**config.mk**
```make
export PLATFORM = sky130hd
export DESIGN_NAME = faso_top
export DESIGN_NICKNAME = d
export VERILOG_FILES = /design/src/faso_pkg.sv /design/src/faso_top.sv
export SDC_FILE = /design/constraint.sdc
export NUM_CORES = 1
export LEC_CHECK = 0
export ABC_AREA = 1
export CORE_AREA = 2 2 125 127
export DETAILED_ROUTE_END_ITERATION = 16
export DIE_AREA = 0 0 127 129
export DONT_BUFFER_PORTS = 1
export GPL_ROUTABILITY_DRIVEN = 0
export GPL_TIMING_DRIVEN = 1
export HOLD_SLACK_MARGIN = 0.15
export PLACE_DENSITY = 0.68
export SETUP_SLACK_MARGIN = 0.02
export SLEW_MARGIN = 20
export SYNTH_ARGS = -nofsm -noshare
export SYNTH_HDL_FRONTEND = slang
export SYNTH_SLANG_ARGS = --single-unit
```
**constraint.sdc**
```tcl
create_clock -name clk_in -period 3.7 [get_ports clk_in]
set_clock_uncertainty 0.05 [all_clocks]
set_input_delay 0.74 -clock clk_in [delete_from_list [all_inputs] [get_ports clk_in]]
set_output_delay 0.74 -clock clk_in [all_outputs]
set_load 0.01 [all_outputs]
```
**src/faso_pkg.sv**
```systemverilog
// package: register map, field layout and timing constants of the fault alarm / signal loss outputs
package faso_pkg;

	// ****************************************************************
	// register byte offsets
	// ****************************************************************
	localparam logic [7:0] OFS_CTRL = 8'h00;     // relay polarity, routing, function codes
	localparam logic [7:0] OFS_STAT = 8'h04;     // live state (read only)
	localparam logic [7:0] OFS_START = 8'h08;    // start frequency adjust threshold
	localparam logic [7:0] OFS_VREF = 8'h0c;     // voltage reference reading (read only)
	localparam logic [7:0] OFS_IREF = 8'h10;     // current reference reading (read only)
	localparam logic [7:0] OFS_IRQ_STAT = 8'h14; // sticky events, write one to clear
	localparam logic [7:0] OFS_IRQ_MASK = 8'h18; // interrupt enables

	// ****************************************************************
	// control register fields
	// ****************************************************************
	localparam int CTRL_POL_BIT = 0;       // 1 = normally closed relay
	localparam int CTRL_SRC_LO = 8;        // frequency source select
	localparam int CTRL_OC_FN_LO = 16;     // open-collector function code
	localparam int CTRL_RLY_FN_LO = 24;    // relay function code
	localparam logic [31:0] CTRL_RESET = 32'h0505_0101;

	// ****************************************************************
	// function codes and thresholds
	// ****************************************************************
	localparam logic [7:0] FN_ALARM = 8'h05;     // fault alarm flag
	localparam logic [7:0] FN_LOSS = 8'h06;      // analog loss flag
	localparam logic [7:0] SRC_TERMINAL = 8'h01; // reference from analog terminals
	localparam int IREF_UA_PER_LSB = 10;         // current reading scale, microamps per count
	localparam int IREF_FLOOR_UA = 4000;         // 4 mA floor
	localparam logic [11:0] IREF_FLOOR = 12'(IREF_FLOOR_UA / IREF_UA_PER_LSB);
	localparam logic [11:0] START_RESET = 12'h000;

	// ****************************************************************
	// timing
	// ****************************************************************
	localparam int CLK_HZ = 125_000_000;
	localparam int ENERGIZE_DELAY_MS = 1000;  // below the 2 s ceiling
	localparam int ENERGIZE_CYCLES = ENERGIZE_DELAY_MS * (CLK_HZ / 1000);

	// ****************************************************************
	// status / interrupt bits
	// ****************************************************************
	localparam int EV_TRIP = 0;   // trip entered
	localparam int EV_CLEAR = 1;  // fault cleared
	localparam int EV_LOSS = 2;   // analog loss rose
	localparam int EV_REGAIN = 3; // analog loss fell
	localparam int EV_N = 4;

	// relay drive outputs travel together
	typedef struct packed {
		logic coil;      // relay coil energized
		logic contact_a; // common closed to contact a
		logic contact_b; // common closed to contact b
	} faso_relay_t;

endpackage : faso_pkg

```
**src/faso_top.sv**
```systemverilog
// module: fault alarm flag, relay drive and analog loss flag with an axi4-lite register slave
`timescale 1ns/100ps
`default_nettype none

module faso_top #(
	parameter int ENERGIZE_CYCLES = faso_pkg::ENERGIZE_CYCLES, // shorten in simulation
	parameter int REF_W = 12                                   // analog reading width
) (
	// clock and reset
	input wire logic clk_in,
	input wire logic rst_n_in,
	// drive state (from the drive's own logic, same clock)
	input wire logic trip_state_in,
	input wire logic [REF_W-1:0] voltage_ref_in,
	input wire logic [REF_W-1:0] current_reference_input_in,
	input wire logic current_mode_in,
	// axi4-lite write address
	input wire logic s_axi_awvalid,
	output logic s_axi_awready,
	input wire logic [7:0] s_axi_awaddr,
	// axi4-lite write data
	input wire logic s_axi_wvalid,
	output logic s_axi_wready,
	input wire logic [31:0] s_axi_wdata,
	input wire logic [3:0] s_axi_wstrb,
	// axi4-lite write response
	output logic s_axi_bvalid,
	input wire logic s_axi_bready,
	output logic [1:0] s_axi_bresp,
	// axi4-lite read
	input wire logic s_axi_arvalid,
	output logic s_axi_arready,
	input wire logic [7:0] s_axi_araddr,
	output logic s_axi_rvalid,
	input wire logic s_axi_rready,
	output logic [31:0] s_axi_rdata,
	output logic [1:0] s_axi_rresp,
	// outputs
	output logic fault_alarm_flag_out,
	output logic analog_loss_flag_out,
	output logic open_collector_out,
	output faso_pkg::faso_relay_t relay_out,
	output logic irq_out
);

	// ****************************************************************
	// helpers
	// ****************************************************************

	// resolve a function code to its flag; unknown codes give off
	function automatic logic fn_value(input logic [7:0] code, input logic alarm, input logic loss);
		logic v;
		v = 1'b0;
		if (code == faso_pkg::FN_ALARM) begin
			v = alarm;
		end else if (code == faso_pkg::FN_LOSS) begin
			v = loss;
		end
		return v;
	endfunction : fn_value

	// byte-lane merge for register writes
	function automatic logic [31:0] merge(input logic [31:0] old, input logic [31:0] wd, input logic [3:0] st);
		logic [31:0] r;
		r = old;
		for (int i = 0; i < 4; i++) begin
			if (st[i]) begin
				r[i*8 +: 8] = wd[i*8 +: 8];
			end
		end
		return merge_ret(r);
	endfunction : merge

	function automatic logic [31:0] merge_ret(input logic [31:0] r);
		return r;
	endfunction : merge_ret

	localparam int CNT_W = $clog2(ENERGIZE_CYCLES + 1);

	// ****************************************************************
	// state
	// ****************************************************************
	logic [31:0] ctrl_q, ctrl_d;          // control register
	logic [REF_W-1:0] start_q, start_d;   // start frequency adjust
	logic [faso_pkg::EV_N-1:0] ist_q, ist_d; // sticky events
	logic [faso_pkg::EV_N-1:0] imask_q, imask_d; // interrupt mask
	logic alarm_q, alarm_d;               // registered fault alarm flag
	logic loss_q, loss_d;                 // registered analog loss flag
	logic oc_q, oc_d;                     // open-collector drive
	faso_pkg::faso_relay_t relay_q, relay_d;
	logic irq_q, irq_d;
	logic [CNT_W-1:0] pwr_cnt_q, pwr_cnt_d; // power-up energize delay
	logic pwr_ok_q, pwr_ok_d;             // delay elapsed
	// bus state
	logic aw_q, aw_d;                     // write address held
	logic w_q, w_d;                       // write data held
	logic [7:0] awaddr_q, awaddr_d;
	logic [31:0] wdata_q, wdata_d;
	logic [3:0] wstrb_q, wstrb_d;
	logic bvalid_q, bvalid_d;
	logic [1:0] bresp_q, bresp_d;
	logic rvalid_q, rvalid_d;
	logic [31:0] rdata_q, rdata_d;
	logic [1:0] rresp_q, rresp_d;

	// ****************************************************************
	// flag logic
	// ****************************************************************
	logic loss_now;  // combinational loss detect
	logic polarity_nc;
	logic relay_fn;
	logic do_write;
	logic [faso_pkg::EV_N-1:0] ev;

	// loss detection is pure compare: nothing latches, nothing trips
	always_comb begin
		polarity_nc = ctrl_q[faso_pkg::CTRL_POL_BIT];
		loss_now = 1'b0;
		if (ctrl_q[faso_pkg::CTRL_SRC_LO +: 8] == faso_pkg::SRC_TERMINAL) begin
			if (current_mode_in) begin
				// 4-20 mA range, below the floor is loss
				loss_now = current_reference_input_in < REF_W'(faso_pkg::IREF_FLOOR);
			end else begin
				loss_now = voltage_ref_in < start_q;
			end
		end
		// flags follow their sources, so clearing the fault clears the flag
		alarm_d = trip_state_in;
		loss_d = loss_now;
		relay_fn = fn_value(ctrl_q[faso_pkg::CTRL_RLY_FN_LO +: 8], alarm_q, loss_q);
		oc_d = fn_value(ctrl_q[faso_pkg::CTRL_OC_FN_LO +: 8], alarm_q, loss_q);
		// power-up hold-off before a normally closed relay may pull in
		pwr_cnt_d = pwr_cnt_q;
		pwr_ok_d = pwr_ok_q;
		if (!pwr_ok_q) begin
			if (pwr_cnt_q == CNT_W'(ENERGIZE_CYCLES - 1)) begin
				pwr_ok_d = 1'b1;
			end else begin
				pwr_cnt_d = pwr_cnt_q + CNT_W'(1);
			end
		end
		if (polarity_nc) begin
			// coil held in while healthy; trip or lost supply drops it
			relay_d.coil = pwr_ok_q && !relay_fn;
		end else begin
			// coil pulls in only on the event; lost supply shows nothing
			relay_d.coil = relay_fn;
		end
		relay_d.contact_a = relay_d.coil;
		relay_d.contact_b = !relay_d.coil;
	end

	// ****************************************************************
	// register file and interrupts
	// ****************************************************************
	always_comb begin
		ev[faso_pkg::EV_TRIP] = alarm_d && !alarm_q;
		ev[faso_pkg::EV_CLEAR] = !alarm_d && alarm_q;
		ev[faso_pkg::EV_LOSS] = loss_d && !loss_q;
		ev[faso_pkg::EV_REGAIN] = !loss_d && loss_q;
		do_write = aw_q && w_q && !bvalid_q;
		ctrl_d = ctrl_q;
		start_d = start_q;
		imask_d = imask_q;
		ist_d = ist_q;
		bresp_d = bresp_q;
		if (do_write) begin
			bresp_d = 2'h0;
			case (awaddr_q)
				faso_pkg::OFS_CTRL: ctrl_d = merge(ctrl_q, wdata_q, wstrb_q);
				faso_pkg::OFS_START: start_d = REF_W'(merge(32'(start_q), wdata_q, wstrb_q));
				faso_pkg::OFS_IRQ_MASK: imask_d = faso_pkg::EV_N'(merge(32'(imask_q), wdata_q, wstrb_q));
				faso_pkg::OFS_IRQ_STAT: begin
					if (wstrb_q[0]) begin
						ist_d = ist_q & ~wdata_q[faso_pkg::EV_N-1:0];
					end
				end
				faso_pkg::OFS_STAT, faso_pkg::OFS_VREF, faso_pkg::OFS_IREF: begin
					bresp_d = 2'h0; // read-only, write ignored
				end
				default: bresp_d = 2'h3; // unmapped
			endcase
		end
		// set wins over a same-cycle clear
		ist_d = ist_d | ev;
		irq_d = |(ist_q & imask_q);
	end

	// ****************************************************************
	// axi4-lite channel handling
	// ****************************************************************
	always_comb begin
		aw_d = aw_q;
		w_d = w_q;
		awaddr_d = awaddr_q;
		wdata_d = wdata_q;
		wstrb_d = wstrb_q;
		bvalid_d = bvalid_q;
		rvalid_d = rvalid_q;
		rdata_d = rdata_q;
		rresp_d = rresp_q;
		// address and data captured independently, one each
		if (s_axi_awvalid && !aw_q) begin
			aw_d = 1'b1;
			awaddr_d = s_axi_awaddr;
		end
		if (s_axi_wvalid && !w_q) begin
			w_d = 1'b1;
			wdata_d = s_axi_wdata;
			wstrb_d = s_axi_wstrb;
		end
		if (do_write) begin
			bvalid_d = 1'b1;
		end
		if (bvalid_q && s_axi_bready) begin
			bvalid_d = 1'b0;
			aw_d = 1'b0;
			w_d = 1'b0;
		end
		if (rvalid_q && s_axi_rready) begin
			rvalid_d = 1'b0;
		end else if (s_axi_arvalid && !rvalid_q) begin
			rvalid_d = 1'b1;
			rresp_d = 2'h0;
			case (s_axi_araddr)
				faso_pkg::OFS_CTRL: rdata_d = ctrl_q;
				faso_pkg::OFS_STAT: rdata_d = {27'h0, pwr_ok_q, relay_q.coil, oc_q, loss_q, alarm_q};
				faso_pkg::OFS_START: rdata_d = 32'(start_q);
				faso_pkg::OFS_VREF: rdata_d = 32'(voltage_ref_in);
				faso_pkg::OFS_IREF: rdata_d = 32'(current_reference_input_in);
				faso_pkg::OFS_IRQ_STAT: rdata_d = 32'(ist_q);
				faso_pkg::OFS_IRQ_MASK: rdata_d = 32'(imask_q);
				default: begin
					rdata_d = 32'h0;
					rresp_d = 2'h3;
				end
			endcase
		end
	end

	// ****************************************************************
	// registers
	// ****************************************************************
	always_ff @(posedge clk_in or negedge rst_n_in) begin
		if (!rst_n_in) begin
			ctrl_q <= faso_pkg::CTRL_RESET;
			start_q <= REF_W'(faso_pkg::START_RESET);
			ist_q <= '0;
			imask_q <= '0;
			alarm_q <= 1'b0;
			loss_q <= 1'b0;
			oc_q <= 1'b0;
			relay_q <= '{coil: 1'b0, contact_a: 1'b0, contact_b: 1'b1};
			irq_q <= 1'b0;
			pwr_cnt_q <= '0;
			pwr_ok_q <= 1'b0;
			aw_q <= 1'b0;
			w_q <= 1'b0;
			awaddr_q <= 8'h00;
			wdata_q <= 32'h0;
			wstrb_q <= 4'h0;
			bvalid_q <= 1'b0;
			bresp_q <= 2'h0;
			rvalid_q <= 1'b0;
			rdata_q <= 32'h0;
			rresp_q <= 2'h0;
		end else begin
			ctrl_q <= ctrl_d;
			start_q <= start_d;
			ist_q <= ist_d;
			imask_q <= imask_d;
			alarm_q <= alarm_d;
			loss_q <= loss_d;
			oc_q <= oc_d;
			relay_q <= relay_d;
			irq_q <= irq_d;
			pwr_cnt_q <= pwr_cnt_d;
			pwr_ok_q <= pwr_ok_d;
			aw_q <= aw_d;
			w_q <= w_d;
			awaddr_q <= awaddr_d;
			wdata_q <= wdata_d;
			wstrb_q <= wstrb_d;
			bvalid_q <= bvalid_d;
			bresp_q <= bresp_d;
			rvalid_q <= rvalid_d;
			rdata_q <= rdata_d;
			rresp_q <= rresp_d;
		end
	end

	// ****************************************************************
	// outputs, all from flip-flops; the three ready outputs through an inverter
	// ****************************************************************
	assign fault_alarm_flag_out = alarm_q;
	assign analog_loss_flag_out = loss_q;
	assign open_collector_out = oc_q;
	assign relay_out = relay_q;
	assign irq_out = irq_q;
	assign s_axi_awready = !aw_q;
	assign s_axi_wready = !w_q;
	assign s_axi_bvalid = bvalid_q;
	assign s_axi_bresp = bresp_q;
	assign s_axi_arready = !rvalid_q;
	assign s_axi_rvalid = rvalid_q;
	assign s_axi_rdata = rdata_q;
	assign s_axi_rresp = rresp_q;

endmodule : faso_top
`default_nettype wire

```
==> qor.log <==
qor: sta.worst_slew_pin_slew 0.922 ns
qor: grt.top_usage_layer met2
qor: route.wire_per_inst 15.6 µm
qor: synth.synth.most_common_cell sky130_fd_sc_hd__nand2_1
qor: synth.number_of_synthesized_register_bits 168
qor: sta.unrepaired_setup_endpoints_after_global_routing false
qor: pwr.cell_area_power_density 552 nW/µm²
qor: grt.global_route.usage.total 24.2%
qor: placement.place.detailed.hpwl 13300 µm
qor: final_layout.antenna_cells 0
qor: outcome.failed_checks negative hold slack
qor: clocking.clkSinkCount 168
qor: synth.yosysSeqAreaShare 51.8%
qor: synth.synth.net_count 1107
qor: route.drt_iter0_markers 405
qor: synth.yosys_most_used_dff sky130_fd_sc_hd__dfrtp_1
qor: route.routed_via_density 5.34
qor: floorplanning.die_area 16400 µm²
qor: critical_path.setup_cp_type flip-flop to flip-flop
qor: synth.synth_top_cell_by_area sky130_fd_sc_hd__dfrtp_1
qor: final_layout.areaGrowthSynthToFinish 8.86%
qor: sta.final-setup-viol-count 0
qor: critical_path.critPathLaunchType flip-flop
qor: route.detail_route.drc_violations 0
qor: synth.synth_largest_type_area_fraction 49.5%
qor: floorplanning.start_util 54.3%
qor: route.detail_route.first_pass.iterations 5
qor: pwr.worst_ir_drop_vdd 0.000512 V
qor: clocking.numCtsBuffers 17
qor: floorplanning.io_pins 133
qor: sta.fmax 414 MHz
qor: placement.place.port_buffers 0
qor: pwr.internal_power 3.50 mW
qor: floorplanning.floorplan.core_area 15000 µm²
qor: synth.synth_top_cells_by_area sky130_fd_sc_hd__dfrtp_1 (50%), sky130_fd_sc_hd__nand2_1 (16%), sky130_fd_sc_hd__inv_1 (4.7%)
qor: sta.fin_crit_sh 65.2%
qor: synth.synth_top_cells_by_count sky130_fd_sc_hd__nand2_1 (342), sky130_fd_sc_hd__dfrtp_1 (161), sky130_fd_sc_hd__inv_1 (102)
qor: route.final_antenna_net_count 0
qor: critical_path.worst_path_max_delay_cell sky130_fd_sc_hd__nor3_2
qor: grt.grt_antenna_before_repair 0
qor: sta.hold_viol_final 131
qor: synth.syn_avg_cell_area 8.05 µm²
qor: synth.synthesis.yosys.warnings 0
qor: hold_path.min_path_type input port to async pin
qor: pwr.total_switching_power 1.38 mW
qor: final_layout.instances_no_fill 1203
qor: grt.grt_pass1_wl 31000 µm
qor: pwr.leakagePower 4.28 nW
qor: final_layout.nFillCells 1381
qor: placement.place_worst_setup_slack 1.32 ns
qor: synth.synthDistinctLibCells 30
qor: grt.grtUsageMet3 6.65%
qor: final_layout.nNetsFinal 1099
qor: clocking.clock_latency 0.44 ns
qor: grt.grt_remaining_overflow 0
qor: grt.grt_start_max_net_pins 169
qor: sta.hold_slack -0.0548 ns
qor: grt.globalRouteMet1Util 33.2%
qor: pwr.sequentialPowerShare 48.1%
qor: critical_path.timing.critical_path.fanout_max 16
qor: route.routed_wirelength 18700 µm
qor: placement.number_of_placed_instances_with_taps_included 1171
qor: route.route.vias.total 6429
qor: clocking.root_buffer_selected_by_cts sky130_fd_sc_hd__clkbuf_16
qor: sta.final_period_minus_worst_setup_slack 2.41 ns
qor: floorplanning.fp-row-count 45
qor: pwr.switching_share 28.3%
qor: outcome.status complete, but fails checks
qor: synth.async_reset_ff_share 100%
qor: placement.post_dp_cell_area 8250 µm²
qor: floorplanning.die_height 129 µm
qor: floorplanning.die_x 127 µm
qor: pwr.clock_power_share 37.2%
qor: final_layout.final_area 8850 µm²
qor: synth.synth_area 8130 µm²
qor: job.maxCapViolCount 0
qor: grt.first_global_vias 5944
qor: clocking.cts_tree done
qor: sta.setup_ws 1.29 ns
qor: critical_path.required 3.98 ns
qor: synth.synthesis.instances 1010
qor: critical_path.worst_ep_arrival_time 2.70 ns
qor: clocking.postCtsResizedCells 0
qor: clocking.clockBufferDepth 2
qor: clocking.clk_pin_slew_worst_paths 0.07 ns
qor: critical_path.timing.critical_path.cells nor3_1 > inv_1 > nor3_2 > nand2_1 > o21ai_0
qor: grt.grt_util_met2 37.3%
qor: final_layout.final_layout_size_suffix_gt1_share 7.00%
qor: critical_path.slowest_cell_delay_on_critical_path 0.63 ns
qor: clocking.cts_htree_levels 4
qor: synth.synth_edf_count 0
qor: sta.summed_negative_setup_slack_over_all_endpoints 0 ns
qor: pwr.p_comb_share 14.7%
qor: sta.worst_slew_margin_rel 38.3%
qor: clocking.cts_post_setup_buffers_inserted 0
qor: critical_path.cp-end-kind flip-flop
qor: sta.timing.final.max_slew_violations 0
area by class of cell:
cell class	instances	area, µm²	area share (%)
tap	188	235	2.66
clock buffer	21	470	5.31
multi-input combinational	706	3370	38.1
sequential	168	4210	47.6
timing repair buffer	5	37.5	0.424
clock inverter	11	136	1.54
inverter	104	390	4.41
cell families after synthesis:
kind of cell | after synthesis | synth area share (%)
multiplexers | 18 | 2.49
AND/OR/NAND/NOR | 552 | 28.0
XOR/XNOR | 15 | 1.62
adder cells (fa/ha/maj) | 12 | 1.85
flip-flops | 168 | 51.8
AO/OA/AOI/OAI | 109 | 7.37
buffers and inverters | 136 | 6.88
metal layers:
layer	wire (µm)	vias to the layer above
li1	-	3224
met1	8440	2988
met2	8520	189
met3	1370	28
met4	405	0
met5	0	-
power groups by stage:
| stage | clock [mW] | combinational [mW] | sequential [mW] |
|---|---|---|---|
| global placement | 0 | 0.698 | 2.38 |
| detailed placement | 0 | 0.722 | 2.39 |
| finish | 1.82 | 0.717 | 2.35 |
| CTS | 1.86 | 0.726 | 2.35 |
| global route | 1.94 | 0.825 | 2.39 |
| floorplan | 0 | 0.587 | 2.33 |
through the flow:
step / power (mW) / util (%) / hold slack [ns]
after floorplan: 2.92 / - / 0.392
after global placement: 3.08 / 55.0 / 0.398
after detailed placement: 3.11 / 55.1 / 0.401
after CTS: 4.94 / 59.1 / -0.0651
after global routing: 5.16 / 59.1 / -0.0704
final: 4.89 / 59.1 / -0.0548
critical path, delay by kind of cell (launching register included):
| kind | cells | cell delay, ns |
|---|---|---|
| and+or+nand+nor | 3 | 1.40 |
| DFF | 1 | 0.38 |
| AOI/OAI and AO/OA | 1 | 0.35 |
| buffers and inverters | 1 | 0.12 |
cells in the final DEF (no fill, tap or decap), drive strengths merged:
master,Yosys,routed
inv,103,108
nand3b,7,7
nand4,14,14
dfrtp,161,161
mux2,18,18
a311oi,2,2
nor4,2,2
nor3,22,22
o21ai,55,55
dfstp,7,7
clkinv,1,2
ha,12,12
clkbuf,15,21
xnor2,4,4
nor2,90,90
xor2,11,11
nand2,343,343
buf,17,5
a21oi,38,38
nand3,74,74
o31ai,14,14
clkinvlp,0,3
bufinv,0,2
final timing paths:
check / from / endpoint / slack (ns) / depth (start not counted)
worst max-delay path: awaddr_q[5]$_DFFE_PN0P_ / ctrl_q[7]$_DFFE_PN0P_ / 1.29 / 5
worst min-delay path: rst_n_in / s_axi_rdata[30]$_DFFE_PN0P_ / -0.05 / 0
worst max register to register: awaddr_q[5]$_DFFE_PN0P_ / ctrl_q[7]$_DFFE_PN0P_ / 1.29 / 5
worst min register to register: ctrl_q[23]$_DFFE_PN0P_ / ctrl_q[23]$_DFFE_PN0P_ / 0.42 / 2
max in group asynchronous: rst_n_in / relay_out[0]$_DFF_PN1_ / 3.35 / 0
min in group clk_in: trip_state_in / fault_alarm_flag_out$_DFF_PN0_ / 0.28 / 0
state kept, by name, indices dropped and copies added (netlist names):
name and cells:
s_axi_bvalid 1, awaddr_q 8, analog_loss_flag_out 1, aw_q 1, ctrl_q 32, s_axi_rresp 1
ist_q 4, imask_q 4, fault_alarm_flag_out 1, w_q 1, wstrb_q 4, open_collector_out 1
s_axi_bresp 1, wdata_q 32, relay_out 2, s_axi_rvalid 1, s_axi_rdata 32, irq_out 1
pwr_ok_q 1, pwr_cnt_q 27, start_q 12
(Power assumes the default switching activity.)
